$ cat src/include/fault_sup_pkg.sv
// package: register map, defaults, fault codes and timing for the fault supervisor
package fault_sup_pkg;
	// timing
	localparam int CLK_PERIOD_NS  = 10;        // 100 MHz control clock
	localparam int MS_NS          = 1000000;   // one millisecond in ns
	localparam int MS_TICK_CYCLES = MS_NS / CLK_PERIOD_NS;
	localparam int DIV_W          = 17;        // divider counter width
	localparam int DLY_W          = 14;        // millisecond settings width
	localparam int TMR_W          = 15;        // timer width (holds a sum)
	// thresholds
	localparam logic [7:0] CURRENT_MIN_PCT = 8'h19;  // 25 % of rated
	// setting reset values (ms, or 0.1 m/s2 for the level)
	localparam logic [13:0] START_DLY_RST  = 14'h00C8; // 200 ms
	localparam logic [13:0] RUN_DLY_RST    = 14'h00C8; // 200 ms
	localparam logic [13:0] RUN_DLY_MAX    = 14'h1388; // 5000 ms
	localparam logic [13:0] BRAKE_TIME_RST = 14'h01F4; // 500 ms
	localparam logic [13:0] BRAKE_TIME_MAX = 14'h2710; // 10000 ms
	localparam logic [13:0] OA_TIME_RST    = 14'h0032; // 50 ms
	localparam logic [13:0] OA_TIME_MAX    = 14'h1388; // 5000 ms
	localparam logic [7:0]  OA_LEVEL_STD   = 8'h0F;    // 1.5 m/s2
	localparam logic [7:0]  OA_LEVEL_ALT   = 8'h32;    // 5.0 m/s2
	localparam logic [7:0]  OA_LEVEL_MAX   = 8'hC8;    // 20.0 m/s2
	localparam logic [2:0]  UNIT_SEL_ALT   = 3'h6;     // unit choice giving alt level
	localparam logic [13:0] TIMING_A_RST   = 14'h03E8; // 1000 ms
	localparam logic [13:0] TIMING_B_RST   = 14'h012C; // 300 ms
	localparam logic [6:0]  MODE_RST       = 7'h02;    // ref loss on, rest 0
	// mode field positions
	localparam int MODE_OA_SEL   = 0;
	localparam int MODE_REF_EN   = 1;
	localparam int MODE_RESTART  = 2;
	localparam int MODE_SAFE_DIS = 3;
	localparam int MODE_UNIT_LSB = 4;
	// control bits (write one)
	localparam int CTRL_FAULT_CLR = 0;
	localparam int CTRL_PARAM_INIT = 1;
	localparam int CTRL_REC_CLR   = 2;
	// fault flag positions and codes
	localparam int FLT_N = 5;
	localparam int F_START = 0;
	localparam int F_RUN   = 1;
	localparam int F_BRAKE = 2;
	localparam int F_OACC  = 3;
	localparam int F_REF   = 4;
	localparam int HIST_N  = 4;
	// register byte offsets
	localparam logic [7:0] CTRL_OFS       = 8'h00;
	localparam logic [7:0] STATUS_OFS     = 8'h04;
	localparam logic [7:0] START_DLY_OFS  = 8'h08;
	localparam logic [7:0] RUN_DLY_OFS    = 8'h0C;
	localparam logic [7:0] BRAKE_TIME_OFS = 8'h10;
	localparam logic [7:0] OA_LEVEL_OFS   = 8'h14;
	localparam logic [7:0] OA_TIME_OFS    = 8'h18;
	localparam logic [7:0] MODE_OFS       = 8'h1C;
	localparam logic [7:0] TIMING_A_OFS   = 8'h20;
	localparam logic [7:0] TIMING_B_OFS   = 8'h24;
	localparam logic [7:0] TRACE_OFS      = 8'h28;
	localparam logic [7:0] PEAK_OFS       = 8'h2C;
	localparam logic [7:0] TRAVEL_CNT_OFS = 8'h30;
	localparam logic [7:0] OP_TIME_OFS    = 8'h34;
	localparam logic [7:0] HIST_OFS       = 8'h40; // entry i: code +8i, time +8i+4
	localparam logic [7:0] HIST_END       = 8'h5C;
endpackage

$ cat src/verilog/fault_supervisor.sv
// elevator drive fault supervisor with APB register access
//
// Functional notes
// - start current under 25% after delays faults
// - start delay defaults 200 ms, clamped
// - start current fault withholds brake release
// - run current under 25% after release faults
// - brake output/feedback disagreement for time faults
// - acceleration over level raises fault, coast
// - level zero disables overacceleration check
// - level default by display unit choice
// - overacceleration must persist programmed time
// - overacceleration check always, or running only
// - speed reference loss check when enabled
// - no restart after block when disabled
// - restart after block, safe-off needs setting
// - records survive parameter init, own clear
// - history keeps fault and operation time
// - peak current, its speed, travel count
// - any fault cuts output until cleared
`timescale 1ns/10ps
module fault_supervisor
	import fault_sup_pkg::*;
#(
	parameter int TICK_CYCLES = MS_TICK_CYCLES  // clocks per ms tick
)(
	input  wire logic        clk_i,         // control clock
	input  wire logic        reset_i,       // synchronous reset
	input  wire logic        psel,          // apb select
	input  wire logic        penable,       // apb access phase
	input  wire logic        pwrite,        // apb direction
	input  wire logic [7:0]  paddr,         // apb byte address
	input  wire logic [31:0] pwdata,        // apb write data
	output logic [31:0]      prdata,        // apb read data
	output logic             pready,        // apb ready
	output logic             pslverr,       // apb error on unmapped
	input  wire logic        travel_cmd_i,  // up/down command held
	input  wire logic [7:0]  current_i,     // output current, % rated
	input  wire logic [15:0] speed_i,       // output speed
	input  wire logic [7:0]  accel_i,       // car acceleration, 0.1 m/s2
	input  wire logic        brake_fb_i,    // brake feedback contact
	input  wire logic        ref_present_i, // speed reference present
	input  wire logic        baseblock_i,   // baseblock input active
	input  wire logic        safe_off_i,    // safe torque-off active
	output logic             drive_en_o,    // output stage enabled
	output logic             brake_rel_o,   // brake release command
	output logic             fault_o        // any fault latched
);
	// apb slave state
	logic        pready_reg, pslverr_reg;  // one wait state answer
	logic [31:0] prdata_reg;                 // captured read data
	// settings
	logic [13:0] start_dly_reg, run_dly_reg, brake_time_reg, oa_time_reg;
	logic [13:0] timing_a_reg, timing_b_reg; // start sequence timings
	logic [7:0]  oa_level_reg;                // 0.1 m/s2 units
	logic [6:0]  mode_reg;                    // selections
	// operation state
	logic [DIV_W-1:0] div_reg;               // ms divider
	logic        tick_reg;                   // one ms pulse
	logic        run_reg, brake_rel_reg;     // running, brake released
	logic        travel_prev_reg, blocked_prev_reg;
	logic        hold_reg;                   // travel held over a block
	logic        sto_seen_reg;               // block included safe-off
	logic [FLT_N-1:0] flags_reg;            // sticky faults
	logic        fault_reg;                  // any fault, registered for the pin
	// records
	logic [31:0] op_time_reg, travel_cnt_reg;
	logic [7:0]  peak_cur_reg, trace_cur_reg;
	logic [15:0] peak_spd_reg, trace_spd_reg;
	logic [2:0]  trace_code_reg;
	logic [2:0]  hist_code_reg [HIST_N];     // newest at index 0
	logic [31:0] hist_time_reg [HIST_N];

	// bus decode
	wire access    = psel && penable;
	wire wr_en     = access && pwrite && pready_reg;
	logic [31:0] rd_data;
	logic        rd_ok;
	wire wr_ctrl   = wr_en && paddr == CTRL_OFS;
	wire fault_clr = wr_ctrl && pwdata[CTRL_FAULT_CLR];
	wire par_init  = wr_ctrl && pwdata[CTRL_PARAM_INIT];
	wire rec_clr   = wr_ctrl && pwdata[CTRL_REC_CLR];
	wire [13:0] wd14 = pwdata[13:0];
	// start delay may not exceed timing a minus timing b
	wire [13:0] start_max = (timing_a_reg > timing_b_reg) ?
		timing_a_reg - timing_b_reg : 14'h0000;
	wire [2:0] unit_sel = mode_reg[MODE_UNIT_LSB +: 3];
	wire [7:0] oa_dflt  = (pwdata[MODE_UNIT_LSB +: 3] == UNIT_SEL_ALT) ?
		OA_LEVEL_ALT : OA_LEVEL_STD;

	// status and conditions
	wire fault_any = |flags_reg;
	wire blocked   = baseblock_i || safe_off_i;
	wire cur_low   = current_i < CURRENT_MIN_PCT;
	wire travel_rise = travel_cmd_i && !travel_prev_reg;
	wire block_end = blocked_prev_reg && !blocked;
	wire restart_ok = mode_reg[MODE_RESTART] &&
		(!sto_seen_reg || mode_reg[MODE_SAFE_DIS]);
	wire start_cond = run_reg && !brake_rel_reg && !fault_any;
	wire run_cond   = run_reg && brake_rel_reg && cur_low;
	wire brake_cond = run_reg && (brake_rel_reg != brake_fb_i);
	wire oa_cond = oa_level_reg != 8'h00 && accel_i > oa_level_reg &&
		(!mode_reg[MODE_OA_SEL] || run_reg);
	wire ref_cond = mode_reg[MODE_REF_EN] && run_reg && !ref_present_i;
	wire start_exp, run_exp, brake_exp, oa_exp;
	wire [FLT_N-1:0] det;
	// the timer result lags one cycle, so gate with the live condition
	// to keep a stale expiry from flagging after the brake has opened
	assign det[F_START] = start_exp && start_cond && cur_low;
	assign det[F_RUN]   = run_exp;
	assign det[F_BRAKE] = brake_exp;
	assign det[F_OACC]  = oa_exp;
	assign det[F_REF]   = ref_cond;
	wire [FLT_N-1:0] new_f = det & ~flags_reg;
	// set wins over a clear arriving in the same cycle
	wire [FLT_N-1:0] flags_next = (flags_reg & ~{FLT_N{fault_clr}}) | det;
	wire fault_new = |new_f;
	wire [2:0] new_code = new_f[F_START] ? 3'h1 : new_f[F_RUN] ? 3'h2 :
		new_f[F_BRAKE] ? 3'h3 : new_f[F_OACC] ? 3'h4 : 3'h5;

	// detection timers; start limit covers brake release time plus delay
	fault_timer u_start (.clk_i(clk_i), .reset_i(reset_i), .tick_i(tick_reg),
		.cond_i(start_cond), .limit_i({1'b0, timing_b_reg} + {1'b0, start_dly_reg}),
		.expired_o(start_exp));
	fault_timer u_run (.clk_i(clk_i), .reset_i(reset_i), .tick_i(tick_reg),
		.cond_i(run_cond), .limit_i({1'b0, run_dly_reg}), .expired_o(run_exp));
	fault_timer u_brake (.clk_i(clk_i), .reset_i(reset_i), .tick_i(tick_reg),
		.cond_i(brake_cond), .limit_i({1'b0, brake_time_reg}), .expired_o(brake_exp));
	fault_timer u_oacc (.clk_i(clk_i), .reset_i(reset_i), .tick_i(tick_reg),
		.cond_i(oa_cond), .limit_i({1'b0, oa_time_reg}), .expired_o(oa_exp));

	// read mux; unmapped addresses answer with an error
	always_comb begin
		rd_data = 32'h0000_0000;
		rd_ok   = 1'b1;
		case (paddr)
			CTRL_OFS:       rd_data = 32'h0000_0000;
			STATUS_OFS:     rd_data = {25'h0, run_reg, brake_rel_reg, flags_reg};
			START_DLY_OFS:  rd_data = {18'h0, start_dly_reg};
			RUN_DLY_OFS:    rd_data = {18'h0, run_dly_reg};
			BRAKE_TIME_OFS: rd_data = {18'h0, brake_time_reg};
			OA_LEVEL_OFS:   rd_data = {24'h0, oa_level_reg};
			OA_TIME_OFS:    rd_data = {18'h0, oa_time_reg};
			MODE_OFS:       rd_data = {25'h0, mode_reg};
			TIMING_A_OFS:   rd_data = {18'h0, timing_a_reg};
			TIMING_B_OFS:   rd_data = {18'h0, timing_b_reg};
			TRACE_OFS:      rd_data = {trace_spd_reg, trace_cur_reg, 5'h00, trace_code_reg};
			PEAK_OFS:       rd_data = {peak_spd_reg, 8'h00, peak_cur_reg};
			TRAVEL_CNT_OFS: rd_data = travel_cnt_reg;
			OP_TIME_OFS:    rd_data = op_time_reg;
			default: begin
				if (paddr >= HIST_OFS && paddr <= HIST_END && paddr[1:0] == 2'b00) begin
					rd_data = paddr[2] ? hist_time_reg[paddr[4:3]] :
						{29'h0, hist_code_reg[paddr[4:3]]};
				end else begin
					rd_ok = 1'b0;
				end
			end
		endcase
	end

	// apb answer: ready one cycle into the access phase
	always_ff @(posedge clk_i) begin
		if (reset_i) begin
			pready_reg  <= 1'b0;
			pslverr_reg <= 1'b0;
			prdata_reg  <= 32'h0000_0000;
		end else begin
			pready_reg  <= access && !pready_reg;
			pslverr_reg <= access && !pready_reg && !rd_ok;
			if (access && !pready_reg && !pwrite) begin
				prdata_reg <= rd_data;
			end
		end
	end

	// settings; parameter init restores defaults and spares the records
	always_ff @(posedge clk_i) begin
		if (reset_i || par_init) begin
			start_dly_reg  <= START_DLY_RST;
			run_dly_reg    <= RUN_DLY_RST;
			brake_time_reg <= BRAKE_TIME_RST;
			oa_time_reg    <= OA_TIME_RST;
			oa_level_reg   <= OA_LEVEL_STD;
			mode_reg       <= MODE_RST;
			timing_a_reg   <= TIMING_A_RST;
			timing_b_reg   <= TIMING_B_RST;
		end else if (wr_en) begin
			case (paddr)
				START_DLY_OFS:  start_dly_reg <= (wd14 > start_max) ? start_max : wd14;
				RUN_DLY_OFS:    run_dly_reg <= (wd14 > RUN_DLY_MAX) ? RUN_DLY_MAX : wd14;
				BRAKE_TIME_OFS: brake_time_reg <= (wd14 > BRAKE_TIME_MAX) ?
					BRAKE_TIME_MAX : wd14;
				OA_TIME_OFS:    oa_time_reg <= (wd14 > OA_TIME_MAX) ? OA_TIME_MAX : wd14;
				OA_LEVEL_OFS:   oa_level_reg <= (pwdata[7:0] > OA_LEVEL_MAX) ?
					OA_LEVEL_MAX : pwdata[7:0];
				MODE_OFS: begin
					mode_reg <= pwdata[6:0];
					// a new unit choice reloads the level default
					if (pwdata[MODE_UNIT_LSB +: 3] != unit_sel) begin
						oa_level_reg <= oa_dflt;
					end
				end
				TIMING_A_OFS:   timing_a_reg <= wd14;
				TIMING_B_OFS:   timing_b_reg <= wd14;
				default: ;
			endcase
		end
	end

	// ms tick divider
	always_ff @(posedge clk_i) begin
		if (reset_i || div_reg == DIV_W'(TICK_CYCLES - 1)) begin
			div_reg <= '0;
		end else begin
			div_reg <= div_reg + 1'b1;
		end
		tick_reg <= !reset_i && div_reg == DIV_W'(TICK_CYCLES - 1);
	end

	// run sequencing and brake; a new detection beats a clear in the same cycle
	always_ff @(posedge clk_i) begin
		if (reset_i) begin
			flags_reg        <= '0;
			fault_reg        <= 1'b0;
			run_reg          <= 1'b0;
			brake_rel_reg    <= 1'b0;
			travel_prev_reg  <= 1'b0;
			blocked_prev_reg <= 1'b0;
			hold_reg         <= 1'b0;
			sto_seen_reg     <= 1'b0;
		end else begin
			flags_reg        <= flags_next;
			fault_reg        <= |flags_next;
			travel_prev_reg  <= travel_cmd_i;
			blocked_prev_reg <= blocked;
			if (!travel_cmd_i || fault_any || fault_new) begin
				run_reg  <= 1'b0;
				hold_reg <= 1'b0;
			end else if (blocked) begin
				hold_reg     <= run_reg || hold_reg;
				sto_seen_reg <= safe_off_i || (sto_seen_reg && hold_reg);
				run_reg      <= 1'b0;
			end else if (travel_rise) begin
				run_reg <= 1'b1;
			end else if (block_end && hold_reg) begin
				run_reg  <= restart_ok;
				hold_reg <= 1'b0;
			end
			// brake opens only when the start check passes
			if (!run_reg || fault_any || fault_new) begin
				brake_rel_reg <= 1'b0;
			end else if (start_exp && start_cond && !cur_low) begin
				brake_rel_reg <= 1'b1;
			end
		end
	end

	// records: cleared by reset or record clear only, never by param init
	always_ff @(posedge clk_i) begin
		if (reset_i || rec_clr) begin
			op_time_reg    <= '0;
			travel_cnt_reg <= '0;
			peak_cur_reg   <= '0;
			peak_spd_reg   <= '0;
			trace_cur_reg  <= '0;
			trace_spd_reg  <= '0;
			trace_code_reg <= '0;
			for (int i = 0; i < HIST_N; i++) begin
				hist_code_reg[i] <= '0;
				hist_time_reg[i] <= '0;
			end
		end else begin
			if (tick_reg && run_reg) begin
				op_time_reg <= op_time_reg + 1'b1;
			end
			if (travel_rise) begin
				travel_cnt_reg <= travel_cnt_reg + 1'b1;
			end
			if (current_i > peak_cur_reg) begin
				peak_cur_reg <= current_i;
				peak_spd_reg <= speed_i;
			end
			if (fault_new) begin
				trace_code_reg   <= new_code;
				trace_cur_reg    <= current_i;
				trace_spd_reg    <= speed_i;
				hist_code_reg[0] <= new_code;
				hist_time_reg[0] <= op_time_reg;
				for (int i = 1; i < HIST_N; i++) begin
					hist_code_reg[i] <= hist_code_reg[i-1];
					hist_time_reg[i] <= hist_time_reg[i-1];
				end
			end
		end
	end

	assign prdata      = prdata_reg;
	assign pready      = pready_reg;
	assign pslverr     = pslverr_reg;
	assign drive_en_o  = run_reg;
	assign brake_rel_o = brake_rel_reg;
	assign fault_o     = fault_reg;
endmodule

$ cat src/verilog/fault_timer.sv
// detection delay timer: counts ms ticks while its condition holds
`timescale 1ns/10ps
module fault_timer
	import fault_sup_pkg::*;
(
	input  wire logic             clk_i,     // control clock
	input  wire logic             reset_i,   // synchronous reset
	input  wire logic             tick_i,    // one ms enable
	input  wire logic             cond_i,    // triggering condition
	input  wire logic [TMR_W-1:0] limit_i,   // programmed time in ms
	output logic                  expired_o  // condition held for limit
);
	logic [TMR_W-1:0] count_reg;  // elapsed ms
	logic             expired_reg;  // registered result

	// counter restarts whenever the condition drops
	always_ff @(posedge clk_i) begin
		if (reset_i || !cond_i) begin
			count_reg <= '0;
		end else if (tick_i && count_reg < limit_i) begin
			count_reg <= count_reg + 1'b1;
		end
	end

	// a zero limit expires one cycle after the condition first holds
	always_ff @(posedge clk_i) begin
		if (reset_i) begin
			expired_reg <= 1'b0;
		end else begin
			expired_reg <= cond_i && (count_reg >= limit_i);
		end
	end
	assign expired_o = expired_reg;
endmodule
$ cat config.mk
export PLATFORM = sky130hd
export DESIGN_NAME = fault_supervisor
export DESIGN_NICKNAME = d
export VERILOG_FILES = /design/src/include/fault_sup_pkg.sv /design/src/verilog/fault_supervisor.sv /design/src/verilog/fault_timer.sv
export SDC_FILE = /design/constraint.sdc
export NUM_CORES = 1
export LEC_CHECK = 0
export ABC_AREA = 0
export BUFFER_PORTS_ARGS = -buffer_cell sky130_fd_sc_hd__buf_2
export CORE_ASPECT_RATIO = 0.5
export CORE_MARGIN = 2
export CORE_UTILIZATION = 30
export DETAILED_ROUTE_END_ITERATION = 10
export GPL_TIMING_DRIVEN = 1
export SKIP_LAST_GASP = 1
export SLEW_MARGIN = 10
export SYNTH_ARGS = -nofsm -noshare
export SYNTH_HDL_FRONTEND = slang
export SYNTH_SLANG_ARGS = --single-unit
$ cat constraint.sdc
create_clock -name clk_i -period 6.2 [get_ports clk_i]
set_input_delay 1.24 -clock clk_i [delete_from_list [all_inputs] [get_ports clk_i]]
set_output_delay 1.24 -clock clk_i [all_outputs]
set_load 0.01 [all_outputs]
==> impl_results.html, run 1 <==
<table>
<tr><th>Metric</th><th>Value</th></tr>
<tr><th colspan="2">Global routing</th></tr>
<tr><td>Largest net degree at the start of global routing</td><td>180</td></tr>
<tr><td>Grt total ovfl</td><td>0</td></tr>
<tr><td>M3 GR Usage</td><td>0.0306</td></tr>
<tr><td>Vias in the first global route</td><td>19700</td></tr>
<tr><td>Met1 usage in global routing</td><td>0.253</td></tr>
<tr><td>Met2 capacity usage during global routing</td><td>0.285</td></tr>
<tr><td>GRT busiest layer</td><td>met2</td></tr>
<tr><td>Overall Global Routing Usage</td><td>0.183</td></tr>
<tr><td>Wire length of the first global-routing pass</td><td>123000 um</td></tr>
<tr><td>Antenna violations before repair</td><td>1</td></tr>
<tr><th colspan="2">Die</th></tr>
<tr><td>Initial core utilization</td><td>0.304</td></tr>
<tr><td>Horiz. Die Dim</td><td>412 um</td></tr>
<tr><td>Overall die area</td><td>85600 um^2</td></tr>
<tr><td>Core ar.</td><td>81900 um^2</td></tr>
<tr><td>Number of rows created at floorplan</td><td>74</td></tr>
<tr><td>Number of top-level pins</td><td>119</td></tr>
<tr><td>Y dimension of the die</td><td>208 um</td></tr>
<tr><th colspan="2">Clock network</th></tr>
<tr><td>Clk sink count</td><td>~480</td></tr>
<tr><td>Clock latency of the later-clocked register in the worst-skew pair</td><td>0.63 ns</td></tr>
<tr><td>Worst-path clk slew</td><td>0.06 ns</td></tr>
<tr><td>Number of setup buffers added after CTS</td><td>0</td></tr>
<tr><td>Buffer type at the clock tree root</td><td>sky130_fd_sc_hd__clkbuf_16</td></tr>
<tr><td>Clock tree from TritonCTS</td><td>yes</td></tr>
<tr><td>Post-CTS Hold Buffers</td><td>0</td></tr>
<tr><td>Inserted Clock Buffers</td><td>49</td></tr>
<tr><td>H-Tree Level Count</td><td>2</td></tr>
<tr><td>Maximum clock path buffer count</td><td>3</td></tr>
<tr><td>Cts repair resizes</td><td>0</td></tr>
<tr><th colspan="2">Synthesis</th></tr>
<tr><td>Count of warnings emitted by yosys</td><td>0</td></tr>
<tr><td>Unique masters post-synth</td><td>85</td></tr>
<tr><td>Top flip-flop cell by instance count after synthesis</td><td>sky130_fd_sc_hd__dfxtp_1</td></tr>
<tr><td>Post-synth ARST share</td><td>0</td></tr>
<tr><td>Count of state elements after synthesis</td><td>482</td></tr>
<tr><td>Net count after synthesis</td><td>approximately 2900</td></tr>
<tr><td>Portion of the post-synthesis area used by sequential elements</td><td>0.443</td></tr>
<tr><td>Number of enable-type register cells in the synthesized netlist</td><td>140</td></tr>
<tr><td>Syn Area/Cell</td><td>approximately 9.1 um^2</td></tr>
<tr><td>Cell count after synthesis</td><td>~2700</td></tr>
<tr><td>Cell area after synthesis</td><td>24900 um^2</td></tr>
<tr><th colspan="2">STA</th></tr>
<tr><td>Hold violation total from the final report</td><td>0</td></tr>
<tr><td>Post-route minimum period</td><td>4.77 ns</td></tr>
<tr><td>Rel. slew slack</td><td>0.197</td></tr>
<tr><td>Final clock skew</td><td>0.0301 ns</td></tr>
<tr><td>Transition time at the pin with the least slew margin</td><td>1.17 ns</td></tr>
<tr><td>Setup violations, final</td><td>0</td></tr>
<tr><td>Sum of negative setup slack</td><td>0 ns</td></tr>
<tr><td>Final Slew Violations</td><td>0</td></tr>
<tr><td>RSZ-0062 raised after global routing</td><td>no</td></tr>
<tr><td>Maximum frequency from static timing analysis</td><td>0.210 GHz</td></tr>
<tr><td>Fin crit share</td><td>0.769</td></tr>
<tr><th colspan="2">Setup path</th></tr>
<tr><td>Critical path cell sequence</td><td>inv_1 -&gt; ha_1 -&gt; a21oi_1 -&gt; o21ai_0 -&gt; a221o_1 -&gt; o21ai_0 -&gt; or2_2 -&gt; ha_1 -&gt; nor2b_1 -&gt; o21ai_0 -&gt; a21oi_1 -&gt; o31ai_4 -&gt; inv_1 -&gt; a311oi_1 -&gt; nor3_1</td></tr>
<tr><td>Crit path max-delay family</td><td>compound AO/OA/AOI/OAI gates</td></tr>
<tr><td>Cell at the slowest stage of the critical path</td><td>sky130_fd_sc_hd__o31ai_4</td></tr>
<tr><td>Category of the most critical setup path</td><td>register to register</td></tr>
<tr><td>Critical path required time</td><td>between 6 and 7 ns</td></tr>
<tr><td>Top cell by count, worst path</td><td>sky130_fd_sc_hd__o21ai_0</td></tr>
<tr><td>Critical path launch point</td><td>timing_b_reg[7]</td></tr>
<tr><td>CP Depth</td><td>15</td></tr>
<tr><td>End of the worst register-to-register path</td><td>start_dly_reg[5]</td></tr>
<tr><td>Setup crit end</td><td>start_dly_reg[5]</td></tr>
<tr><td>Critical Path AT</td><td>5.25 ns</td></tr>
<tr><td>Endpoint class of the critical path</td><td>register</td></tr>
<tr><td>Delay contributed by the slowest stage of the critical path</td><td>0.69 ns</td></tr>
<tr><td>Critical path startpoint category</td><td>register</td></tr>
<tr><td>Length in cells of the worst reg-to-reg path</td><td>15</td></tr>
<tr><td>Count of buffer and inverter cells on the critical path</td><td>2</td></tr>
<tr><td>Worst r2r src</td><td>timing_b_reg[7]</td></tr>
<tr><td>Setup slack of the worst register-to-register path</td><td>1.43 ns</td></tr>
<tr><td>Critical path peak fanout</td><td>19</td></tr>
<tr><th colspan="2">Cells and area</th></tr>
<tr><td>Finished Layout Cells</td><td>3879</td></tr>
<tr><td>Synth-to-layout area growth</td><td>12.7%</td></tr>
<tr><td>Max FFs per register</td><td>between 100 and 150</td></tr>
<tr><td>Filler cells</td><td>8388</td></tr>
<tr><td>Fin nets</td><td>2944</td></tr>
<tr><td>Antenna fix cells</td><td>0</td></tr>
<tr><td>Proportion of layout cells with a drive suffix above 1</td><td>0.103</td></tr>
<tr><td>Post-layout utilization of the core</td><td>0.343</td></tr>
<tr><th colspan="2">Power</th></tr>
<tr><td>Switching pwr</td><td>roughly 1.7 mW</td></tr>
<tr><td>Sequential Power Share</td><td>0.486</td></tr>
<tr><td>Switching part of the total</td><td>0.245</td></tr>
<tr><td>Worst VDD drop</td><td>0.177 mV</td></tr>
<tr><td>Share of total power in the clock network</td><td>0.454</td></tr>
<tr><td>Power density over the cells</td><td>245 nW/um^2</td></tr>
<tr><td>Combinational Power Share</td><td>0.060</td></tr>
<tr><td>Post-route total power</td><td>between 6 and 7 mW</td></tr>
<tr><td>Static leakage power</td><td>10.7 nW</td></tr>
<tr><td>Internal Dissipation</td><td>5.21 mW</td></tr>
<tr><th colspan="2">Detailed routing</th></tr>
<tr><td>Number of vias in the routed layout</td><td>21200</td></tr>
<tr><td>DRT antenna net count</td><td>0</td></tr>
<tr><td>Wirelength, routed</td><td>approximately 81000 um</td></tr>
<tr><td>Number of vias per cell after detailed routing</td><td>~5.5</td></tr>
<tr><td>Wire length per cell</td><td>20.9 um</td></tr>
<tr><td>Detailed-router iteration count before antenna repair</td><td>7</td></tr>
<tr><td>Final routed DRC violation total</td><td>0</td></tr>
<tr><td>Violation count after the first detailed-route iteration</td><td>around 2100</td></tr>
<tr><th colspan="2">Placed design</th></tr>
<tr><td>Post-detail-place hpwl</td><td>56300 um</td></tr>
<tr><td>Count of placed standard cells including taps</td><td>about 3800</td></tr>
<tr><td>Buffers added on ports</td><td>100</td></tr>
<tr><td>Gpl congestion</td><td>0.985</td></tr>
<tr><th colspan="2">Hold path</th></tr>
<tr><td>HP Class</td><td>register to register</td></tr>
<tr><th colspan="2">Status</th></tr>
<tr><td>Status</td><td>finished clean</td></tr>
<tr><th colspan="2">Run</th></tr>
<tr><td>Count of max-cap constraint violations</td><td>0</td></tr>
</table>
worst register-to-register path, cell delays in order (launching register included):
cell	delay, ns
sky130_fd_sc_hd__dfxtp_1	0.56
sky130_fd_sc_hd__inv_1	0.09
sky130_fd_sc_hd__ha_1	0.37
sky130_fd_sc_hd__a21oi_1	0.18
sky130_fd_sc_hd__o21ai_0	0.19
sky130_fd_sc_hd__a221o_1	0.39
sky130_fd_sc_hd__o21ai_0	0.57
sky130_fd_sc_hd__or2_2	0.22
sky130_fd_sc_hd__ha_1	0.23
sky130_fd_sc_hd__nor2b_1	0.13
sky130_fd_sc_hd__o21ai_0	0.16
sky130_fd_sc_hd__a21oi_1	0.13
sky130_fd_sc_hd__o31ai_4	0.69
sky130_fd_sc_hd__inv_1	0.31
sky130_fd_sc_hd__a311oi_1	0.35
sky130_fd_sc_hd__nor3_1	0.07
cells in the final DEF, fill, tap and decap left out, drive strengths merged, types with 10 or more instances in the layout:
master and count:
inv 113, a221o 11, a32oi 11, buf 128
o21a 14, a22o 19, mux4 36, nor2b 21
o211ai 22, and3 170, a21o 15, xor2 76
nor3 47, nor4 10, ha 122, a21oi 200
dfxtp 342, nor2 248, nand2 281, nand4 51
clkinv 20, or3 24, a211oi 18, o31ai 15
nand3 119, mux2i 12, and2 17, and4 13
a221oi 19, edfxtp 140, a22oi 40, xnor2 62
a31oi 26, o21ai 121, clkbuf 62
area by class of cell:
class / instances / area [um^2] / area share
multi-input combinational: 1964 / 12900 / 0.458
sequential: 482 / 11100 / 0.393
tap: 1102 / 1380 / 0.0491
clock buffer: 62 / 1330 / 0.0472
timing repair buffer: 128 / 726 / 0.0258
inverter: 113 / 424 / 0.0151
clock inverter: 28 / 332 / 0.0118
cells in the mapped netlist, types with 12 or more instances:
library cell | instances | area, um^2
sky130_fd_sc_hd__a21o_1 | 15 | 113
sky130_fd_sc_hd__o211ai_1 | 22 | 165
sky130_fd_sc_hd__edfxtp_1 | 140 | 4200
sky130_fd_sc_hd__a21oi_1 | 198 | 991
sky130_fd_sc_hd__buf_2 | 28 | 140
sky130_fd_sc_hd__nor2_1 | 247 | 927
sky130_fd_sc_hd__mux4_2 | 36 | 811
sky130_fd_sc_hd__o21a_1 | 14 | 105
sky130_fd_sc_hd__buf_1 | 12 | 45.0
sky130_fd_sc_hd__a211oi_1 | 18 | 135
sky130_fd_sc_hd__xor2_1 | 76 | 666
sky130_fd_sc_hd__o31ai_1 | 14 | 105
sky130_fd_sc_hd__and3_1 | 169 | 1060
sky130_fd_sc_hd__nor3_1 | 44 | 220
sky130_fd_sc_hd__and4_1 | 13 | 114
sky130_fd_sc_hd__xnor2_1 | 62 | 543
sky130_fd_sc_hd__inv_1 | 112 | 420
sky130_fd_sc_hd__nor2b_1 | 21 | 131
sky130_fd_sc_hd__and2_1 | 16 | 100
sky130_fd_sc_hd__mux2i_1 | 12 | 120
sky130_fd_sc_hd__o21ai_0 | 120 | 601
sky130_fd_sc_hd__or3_1 | 24 | 150
sky130_fd_sc_hd__nand3_1 | 119 | 596
sky130_fd_sc_hd__dfxtp_1 | 342 | 6850
sky130_fd_sc_hd__ha_1 | 122 | 1530
sky130_fd_sc_hd__nand4_1 | 51 | 319
sky130_fd_sc_hd__clkbuf_1 | 123 | 462
sky130_fd_sc_hd__a221oi_1 | 19 | 166
sky130_fd_sc_hd__nand2_1 | 280 | 1050
sky130_fd_sc_hd__a31oi_1 | 26 | 163
sky130_fd_sc_hd__a22o_1 | 19 | 166
sky130_fd_sc_hd__a22oi_1 | 40 | 300
how the worst min path moves through the flow:
stage | start | to | cells after the start
3_3_place_gp | brake_time_reg[11] | brake_time_reg[11] | 2
2_1_floorplan | div_reg[0] | div_reg[0] | 1
6_report | trace_spd_reg[14] | trace_spd_reg[14] | 2
5_1_grt | brake_time_reg[12] | brake_time_reg[12] | 2
3_5_place_dp | brake_time_reg[12] | brake_time_reg[12] | 2
4_1_cts | brake_time_reg[12] | brake_time_reg[12] | 2
kinds of logic (layout without fill, tap and decap cells):
| logic type | after synthesis | count (layout) | synth area share |
|---|---|---|---|
| AOI/OAI and AO/OA | 594 | 594 | 0.153 |
| xor gates and xnor gates | 138 | 138 | 0.0485 |
| adders and majority gates | 124 | 124 | 0.0628 |
| buffers and inverters | 280 | 331 | 0.0442 |
| DFF | 482 | 482 | 0.443 |
| muxes | 56 | 56 | 0.0410 |
| and+or+nand+nor | 1052 | 1052 | 0.208 |
power groups by stage:
stage               clock (mW)  combinational [mW]  sequential (mW)
floorplan                    0               0.252             3.41
global placement             0               0.404             3.42
detailed placement           0               0.409             3.42
CTS                       3.18               0.411             3.35
global route              3.30               0.446             3.36
finish                    3.13               0.414             3.35
per-stage QoR:
step	area (um^2)	hold WS (ns)	setup slack, ns
after floorplan	24900	0.430	1.39
after global routing	28100	0.465	1.28
final	28100	0.454	1.43
after detailed placement	26400	0.443	1.25
after global placement	26400	0.439	1.25
after CTS	28100	0.452	1.25
routing by layer:
metal	part of all wire	up-vias
met3	0.073	177
met1	0.44	10300
met5	0.00023	-
met4	0.039	2
met2	0.44	751
li1	-	9912
Power figures use the tool's default switching activity.
==> run 2, diff against run 1 <==
clock period = 4.4 ns   (was 6.2 ns; I/O delays follow)
==> run 2 against run 1 <==
Compared with the run above: sequential share of layout area down 0.58 points; count of clock-buffer cells in the layout increased by 3; cell count rose by 1.1%; clock skew fell by 0.0021 ns; first-iteration DRC count increased by 2.5%; final area is 1.5% higher; critical path type unchanged; largest power group unchanged; highest routed layer is now met4.
==> impl_results.html, run 2 (synthesis results as in run 1) <==
<table>
<tr><th>Metric</th><th>Value</th></tr>
<tr><th colspan="2">Status</th></tr>
<tr><td>Status</td><td>finished clean</td></tr>
<tr><th colspan="2">Die</th></tr>
<tr><td>Number of rows created at floorplan</td><td>74</td></tr>
<tr><td>Number of top-level pins</td><td>119</td></tr>
<tr><td>Initial core utilization</td><td>0.304</td></tr>
<tr><td>Horiz. Die Dim</td><td>~410 um</td></tr>
<tr><td>Core ar.</td><td>just over 80000 um^2</td></tr>
<tr><td>Y dimension of the die</td><td>208 um</td></tr>
<tr><td>Overall die area</td><td>around 86000 um^2</td></tr>
<tr><th colspan="2">Cells and area</th></tr>
<tr><td>Leading cell type in the layout, fill and taps excluded</td><td>sky130_fd_sc_hd__dfxtp_1</td></tr>
<tr><td>Synth-to-layout area growth</td><td>14.4%</td></tr>
<tr><td>Antenna fix cells</td><td>0</td></tr>
<tr><td>Max FFs per register</td><td>128</td></tr>
<tr><td>Fin nets</td><td>2988</td></tr>
<tr><td>Finished Layout Cells</td><td>3923</td></tr>
<tr><td>Proportion of layout cells with a drive suffix above 1</td><td>0.120</td></tr>
<tr><td>Top library cells by usage in the layout, fill and taps aside</td><td>sky130_fd_sc_hd__dfxtp_1 (342), sky130_fd_sc_hd__nand2_1 (278), sky130_fd_sc_hd__nor2_1 (243)</td></tr>
<tr><td>Filler cells</td><td>8328</td></tr>
<tr><th colspan="2">Setup path</th></tr>
<tr><td>End of the worst register-to-register path</td><td>start_dly_reg[5]</td></tr>
<tr><td>Worst r2r src</td><td>timing_b_reg[1]</td></tr>
<tr><td>Critical path launch point</td><td>timing_b_reg[1]</td></tr>
<tr><td>Setup slack of the worst register-to-register path</td><td>~0.31 ns</td></tr>
<tr><td>Delay contributed by the slowest stage of the critical path</td><td>0.41 ns</td></tr>
<tr><td>Critical Path AT</td><td>4.59 ns</td></tr>
<tr><td>Critical path peak fanout</td><td>5</td></tr>
<tr><td>Cell at the slowest stage of the critical path</td><td>sky130_fd_sc_hd__dfxtp_1</td></tr>
<tr><td>Length in cells of the worst reg-to-reg path</td><td>18</td></tr>
<tr><td>Critical path required time</td><td>4.90 ns</td></tr>
<tr><td>Endpoint class of the critical path</td><td>register</td></tr>
<tr><td>Category of the most critical setup path</td><td>register to register</td></tr>
<tr><td>Top cell by count, worst path</td><td>sky130_fd_sc_hd__ha_1</td></tr>
<tr><td>Critical path startpoint category</td><td>register</td></tr>
<tr><td>Critical path cell sequence</td><td>inv_1 -&gt; ha_1 -&gt; nor2b_1 -&gt; o31a_1 -&gt; a41oi_1 -&gt; o21ai_0 -&gt; a21o_1 -&gt; xnor2_1 -&gt; nand2b_1 -&gt; ha_1 -&gt; nand4_1 -&gt; or3_1 -&gt; a21oi_1 -&gt; o31ai_2 -&gt; buf_4 -&gt; and2_1 -&gt; a311oi_1 -&gt; nor3_1</td></tr>
<tr><th colspan="2">STA</th></tr>
<tr><td>Rel. slew slack</td><td>0.257</td></tr>
<tr><td>Final clock skew</td><td>0.0281 ns</td></tr>
<tr><td>Maximum frequency from static timing analysis</td><td>about 0.24 GHz</td></tr>
<tr><td>Final Slew Violations</td><td>0</td></tr>
<tr><td>Setup violations, final</td><td>0</td></tr>
<tr><td>Fin crit share</td><td>0.930</td></tr>
<tr><td>Post-route minimum period</td><td>4.09 ns</td></tr>
<tr><td>Sum of negative setup slack</td><td>0 ns</td></tr>
<tr><td>Transition time at the pin with the least slew margin</td><td>1.11 ns</td></tr>
<tr><td>RSZ-0062 raised after global routing</td><td>no</td></tr>
<tr><td>Hold violation total from the final report</td><td>0</td></tr>
<tr><th colspan="2">Detailed routing</th></tr>
<tr><td>Number of vias per cell after detailed routing</td><td>5.45</td></tr>
<tr><td>Violation count after the first detailed-route iteration</td><td>2195</td></tr>
<tr><td>Final routed DRC violation total</td><td>0</td></tr>
<tr><td>Number of vias in the routed layout</td><td>21400</td></tr>
<tr><td>Wire length per cell</td><td>20.9 um</td></tr>
<tr><td>Detailed-router iteration count before antenna repair</td><td>7</td></tr>
<tr><td>Wirelength, routed</td><td>82000 um</td></tr>
<tr><td>DRT antenna net count</td><td>0</td></tr>
<tr><th colspan="2">Placed design</th></tr>
<tr><td>Count of placed standard cells including taps</td><td>3832</td></tr>
<tr><td>Post-detail-place hpwl</td><td>58400 um</td></tr>
<tr><td>Buffers added on ports</td><td>100</td></tr>
<tr><td>Gpl congestion</td><td>0.999</td></tr>
<tr><th colspan="2">Power</th></tr>
<tr><td>Static leakage power</td><td>10.9 nW</td></tr>
<tr><td>Power density over the cells</td><td>about 350 nW/um^2</td></tr>
<tr><td>Post-route total power</td><td>~10 mW</td></tr>
<tr><td>Worst VDD drop</td><td>0.243 mV</td></tr>
<tr><th colspan="2">Hold path</th></tr>
<tr><td>Worst hold path endpoint</td><td>brake_time_reg[11]</td></tr>
<tr><td>HP Class</td><td>register to register</td></tr>
<tr><td>Cell depth of the worst min-delay path</td><td>2</td></tr>
<tr><td>Hold path startpoint</td><td>brake_time_reg[11]</td></tr>
<tr><th colspan="2">Clock network</th></tr>
<tr><td>Worst-path clk slew</td><td>0.06 ns</td></tr>
<tr><td>Clk sink count</td><td>482</td></tr>
<tr><td>Clock tree from TritonCTS</td><td>yes</td></tr>
<tr><td>Inserted Clock Buffers</td><td>between 40 and 50</td></tr>
<tr><td>Maximum clock path buffer count</td><td>3</td></tr>
<tr><td>Buffer type at the clock tree root</td><td>sky130_fd_sc_hd__clkbuf_16</td></tr>
<tr><td>H-Tree Level Count</td><td>2</td></tr>
<tr><td>Clock latency of the later-clocked register in the worst-skew pair</td><td>0.63 ns</td></tr>
<tr><th colspan="2">Global routing</th></tr>
<tr><td>Grt total ovfl</td><td>0</td></tr>
<tr><td>Vias in the first global route</td><td>20300</td></tr>
<tr><td>Wire length of the first global-routing pass</td><td>125000 um</td></tr>
<tr><td>Largest net degree at the start of global routing</td><td>94</td></tr>
<tr><td>Overall Global Routing Usage</td><td>0.187</td></tr>
<tr><td>Antenna violations before repair</td><td>0</td></tr>
<tr><th colspan="2">Run</th></tr>
<tr><td>Count of max-cap constraint violations</td><td>0</td></tr>
</table>
run 2: cell count changes in the layout (fill, tap and decap cells not counted), moves of 2 or more:
cell	delta
sky130_fd_sc_hd__buf_4	+40
sky130_fd_sc_hd__clkinv_2	+3
sky130_fd_sc_hd__clkbuf_8	+4
sky130_fd_sc_hd__clkinv_1	-5
sky130_fd_sc_hd__clkbuf_1	-2
sky130_fd_sc_hd__buf_12	+4
run 2: how the worst max path moves through the flow:
stage | end | slack (ns) | cells past startpoint
global placement | start_dly_reg[8] | 0.23 | 17
detailed placement | start_dly_reg[9] | 0.21 | 18
global route | start_dly_reg[9] | 0.004 | 18
finish | start_dly_reg[5] | 0.31 | 18
CTS | start_dly_reg[9] | 0.18 | 18
floorplan | start_dly_reg[4] | 0.51 | 19
run 2: through the flow:
| stage | instance area [um^2] | utilization | hold WS (ns) | setup slack, ns |
|---|---|---|---|---|
| 2_1_floorplan | 24900 | - | 0.430 | 0.510 |
| 3_3_place_gp | 26800 | 0.327 | 0.440 | 0.229 |
| 3_5_place_dp | 26800 | 0.327 | 0.444 | 0.207 |
| 6_report | 28500 | 0.348 | 0.452 | 0.307 |
| 5_1_grt | 28500 | 0.348 | 0.472 | 0.00372 |
| 4_1_cts | 28500 | 0.348 | 0.453 | 0.177 |
run 2: layout make-up:
type | count | area (um^2) | share of cell area
Clock inverter | 25 | 310 | 0.0109
Sequential cell | 482 | 11100 | 0.387
Timing Repair Buffer | 172 | 1110 | 0.0388
Multi-Input combinational cell | 1964 | 12900 | 0.451
Tap cell | 1102 | 1380 | 0.0483
Clock buffer | 65 | 1400 | 0.0490
Inverter | 113 | 424 | 0.0149
run 2: timing repair:
item                       in CTS  in global routing
hold buffers                    0                  0
resized for setup               0                  1
buffers inserted                0                  1
setup endpoints to repair       0                 11
run 2: critical path, delay by kind of cell (launching register included):
family / cells / cell delay (ns)
XOR/XNOR: 1 / 0.14
buffers and inverters: 2 / 0.23
flip-flops: 1 / 0.41
AO/OA/AOI/OAI: 7 / 1.56
AND/OR/NAND/NOR: 6 / 1.04
adder cells (fa/ha/maj): 2 / 0.59
run 2: routing by layer:
metal,wire length (um),vias up,GRT usage,share of wire
met1,36000,10400,0.252,0.44
met3,5950,181,0.0324,0.072
met4,3310,0,0.0736,0.040
li1,-,10000,-,-
met5,0,-,0,0
met2,36800,756,0.296,0.45
run 2: power by group:
group	internal, mW	switching [mW]
Combinational	0.196	0.412
Clock	2.60	1.94
Sequential	4.66	0.0598
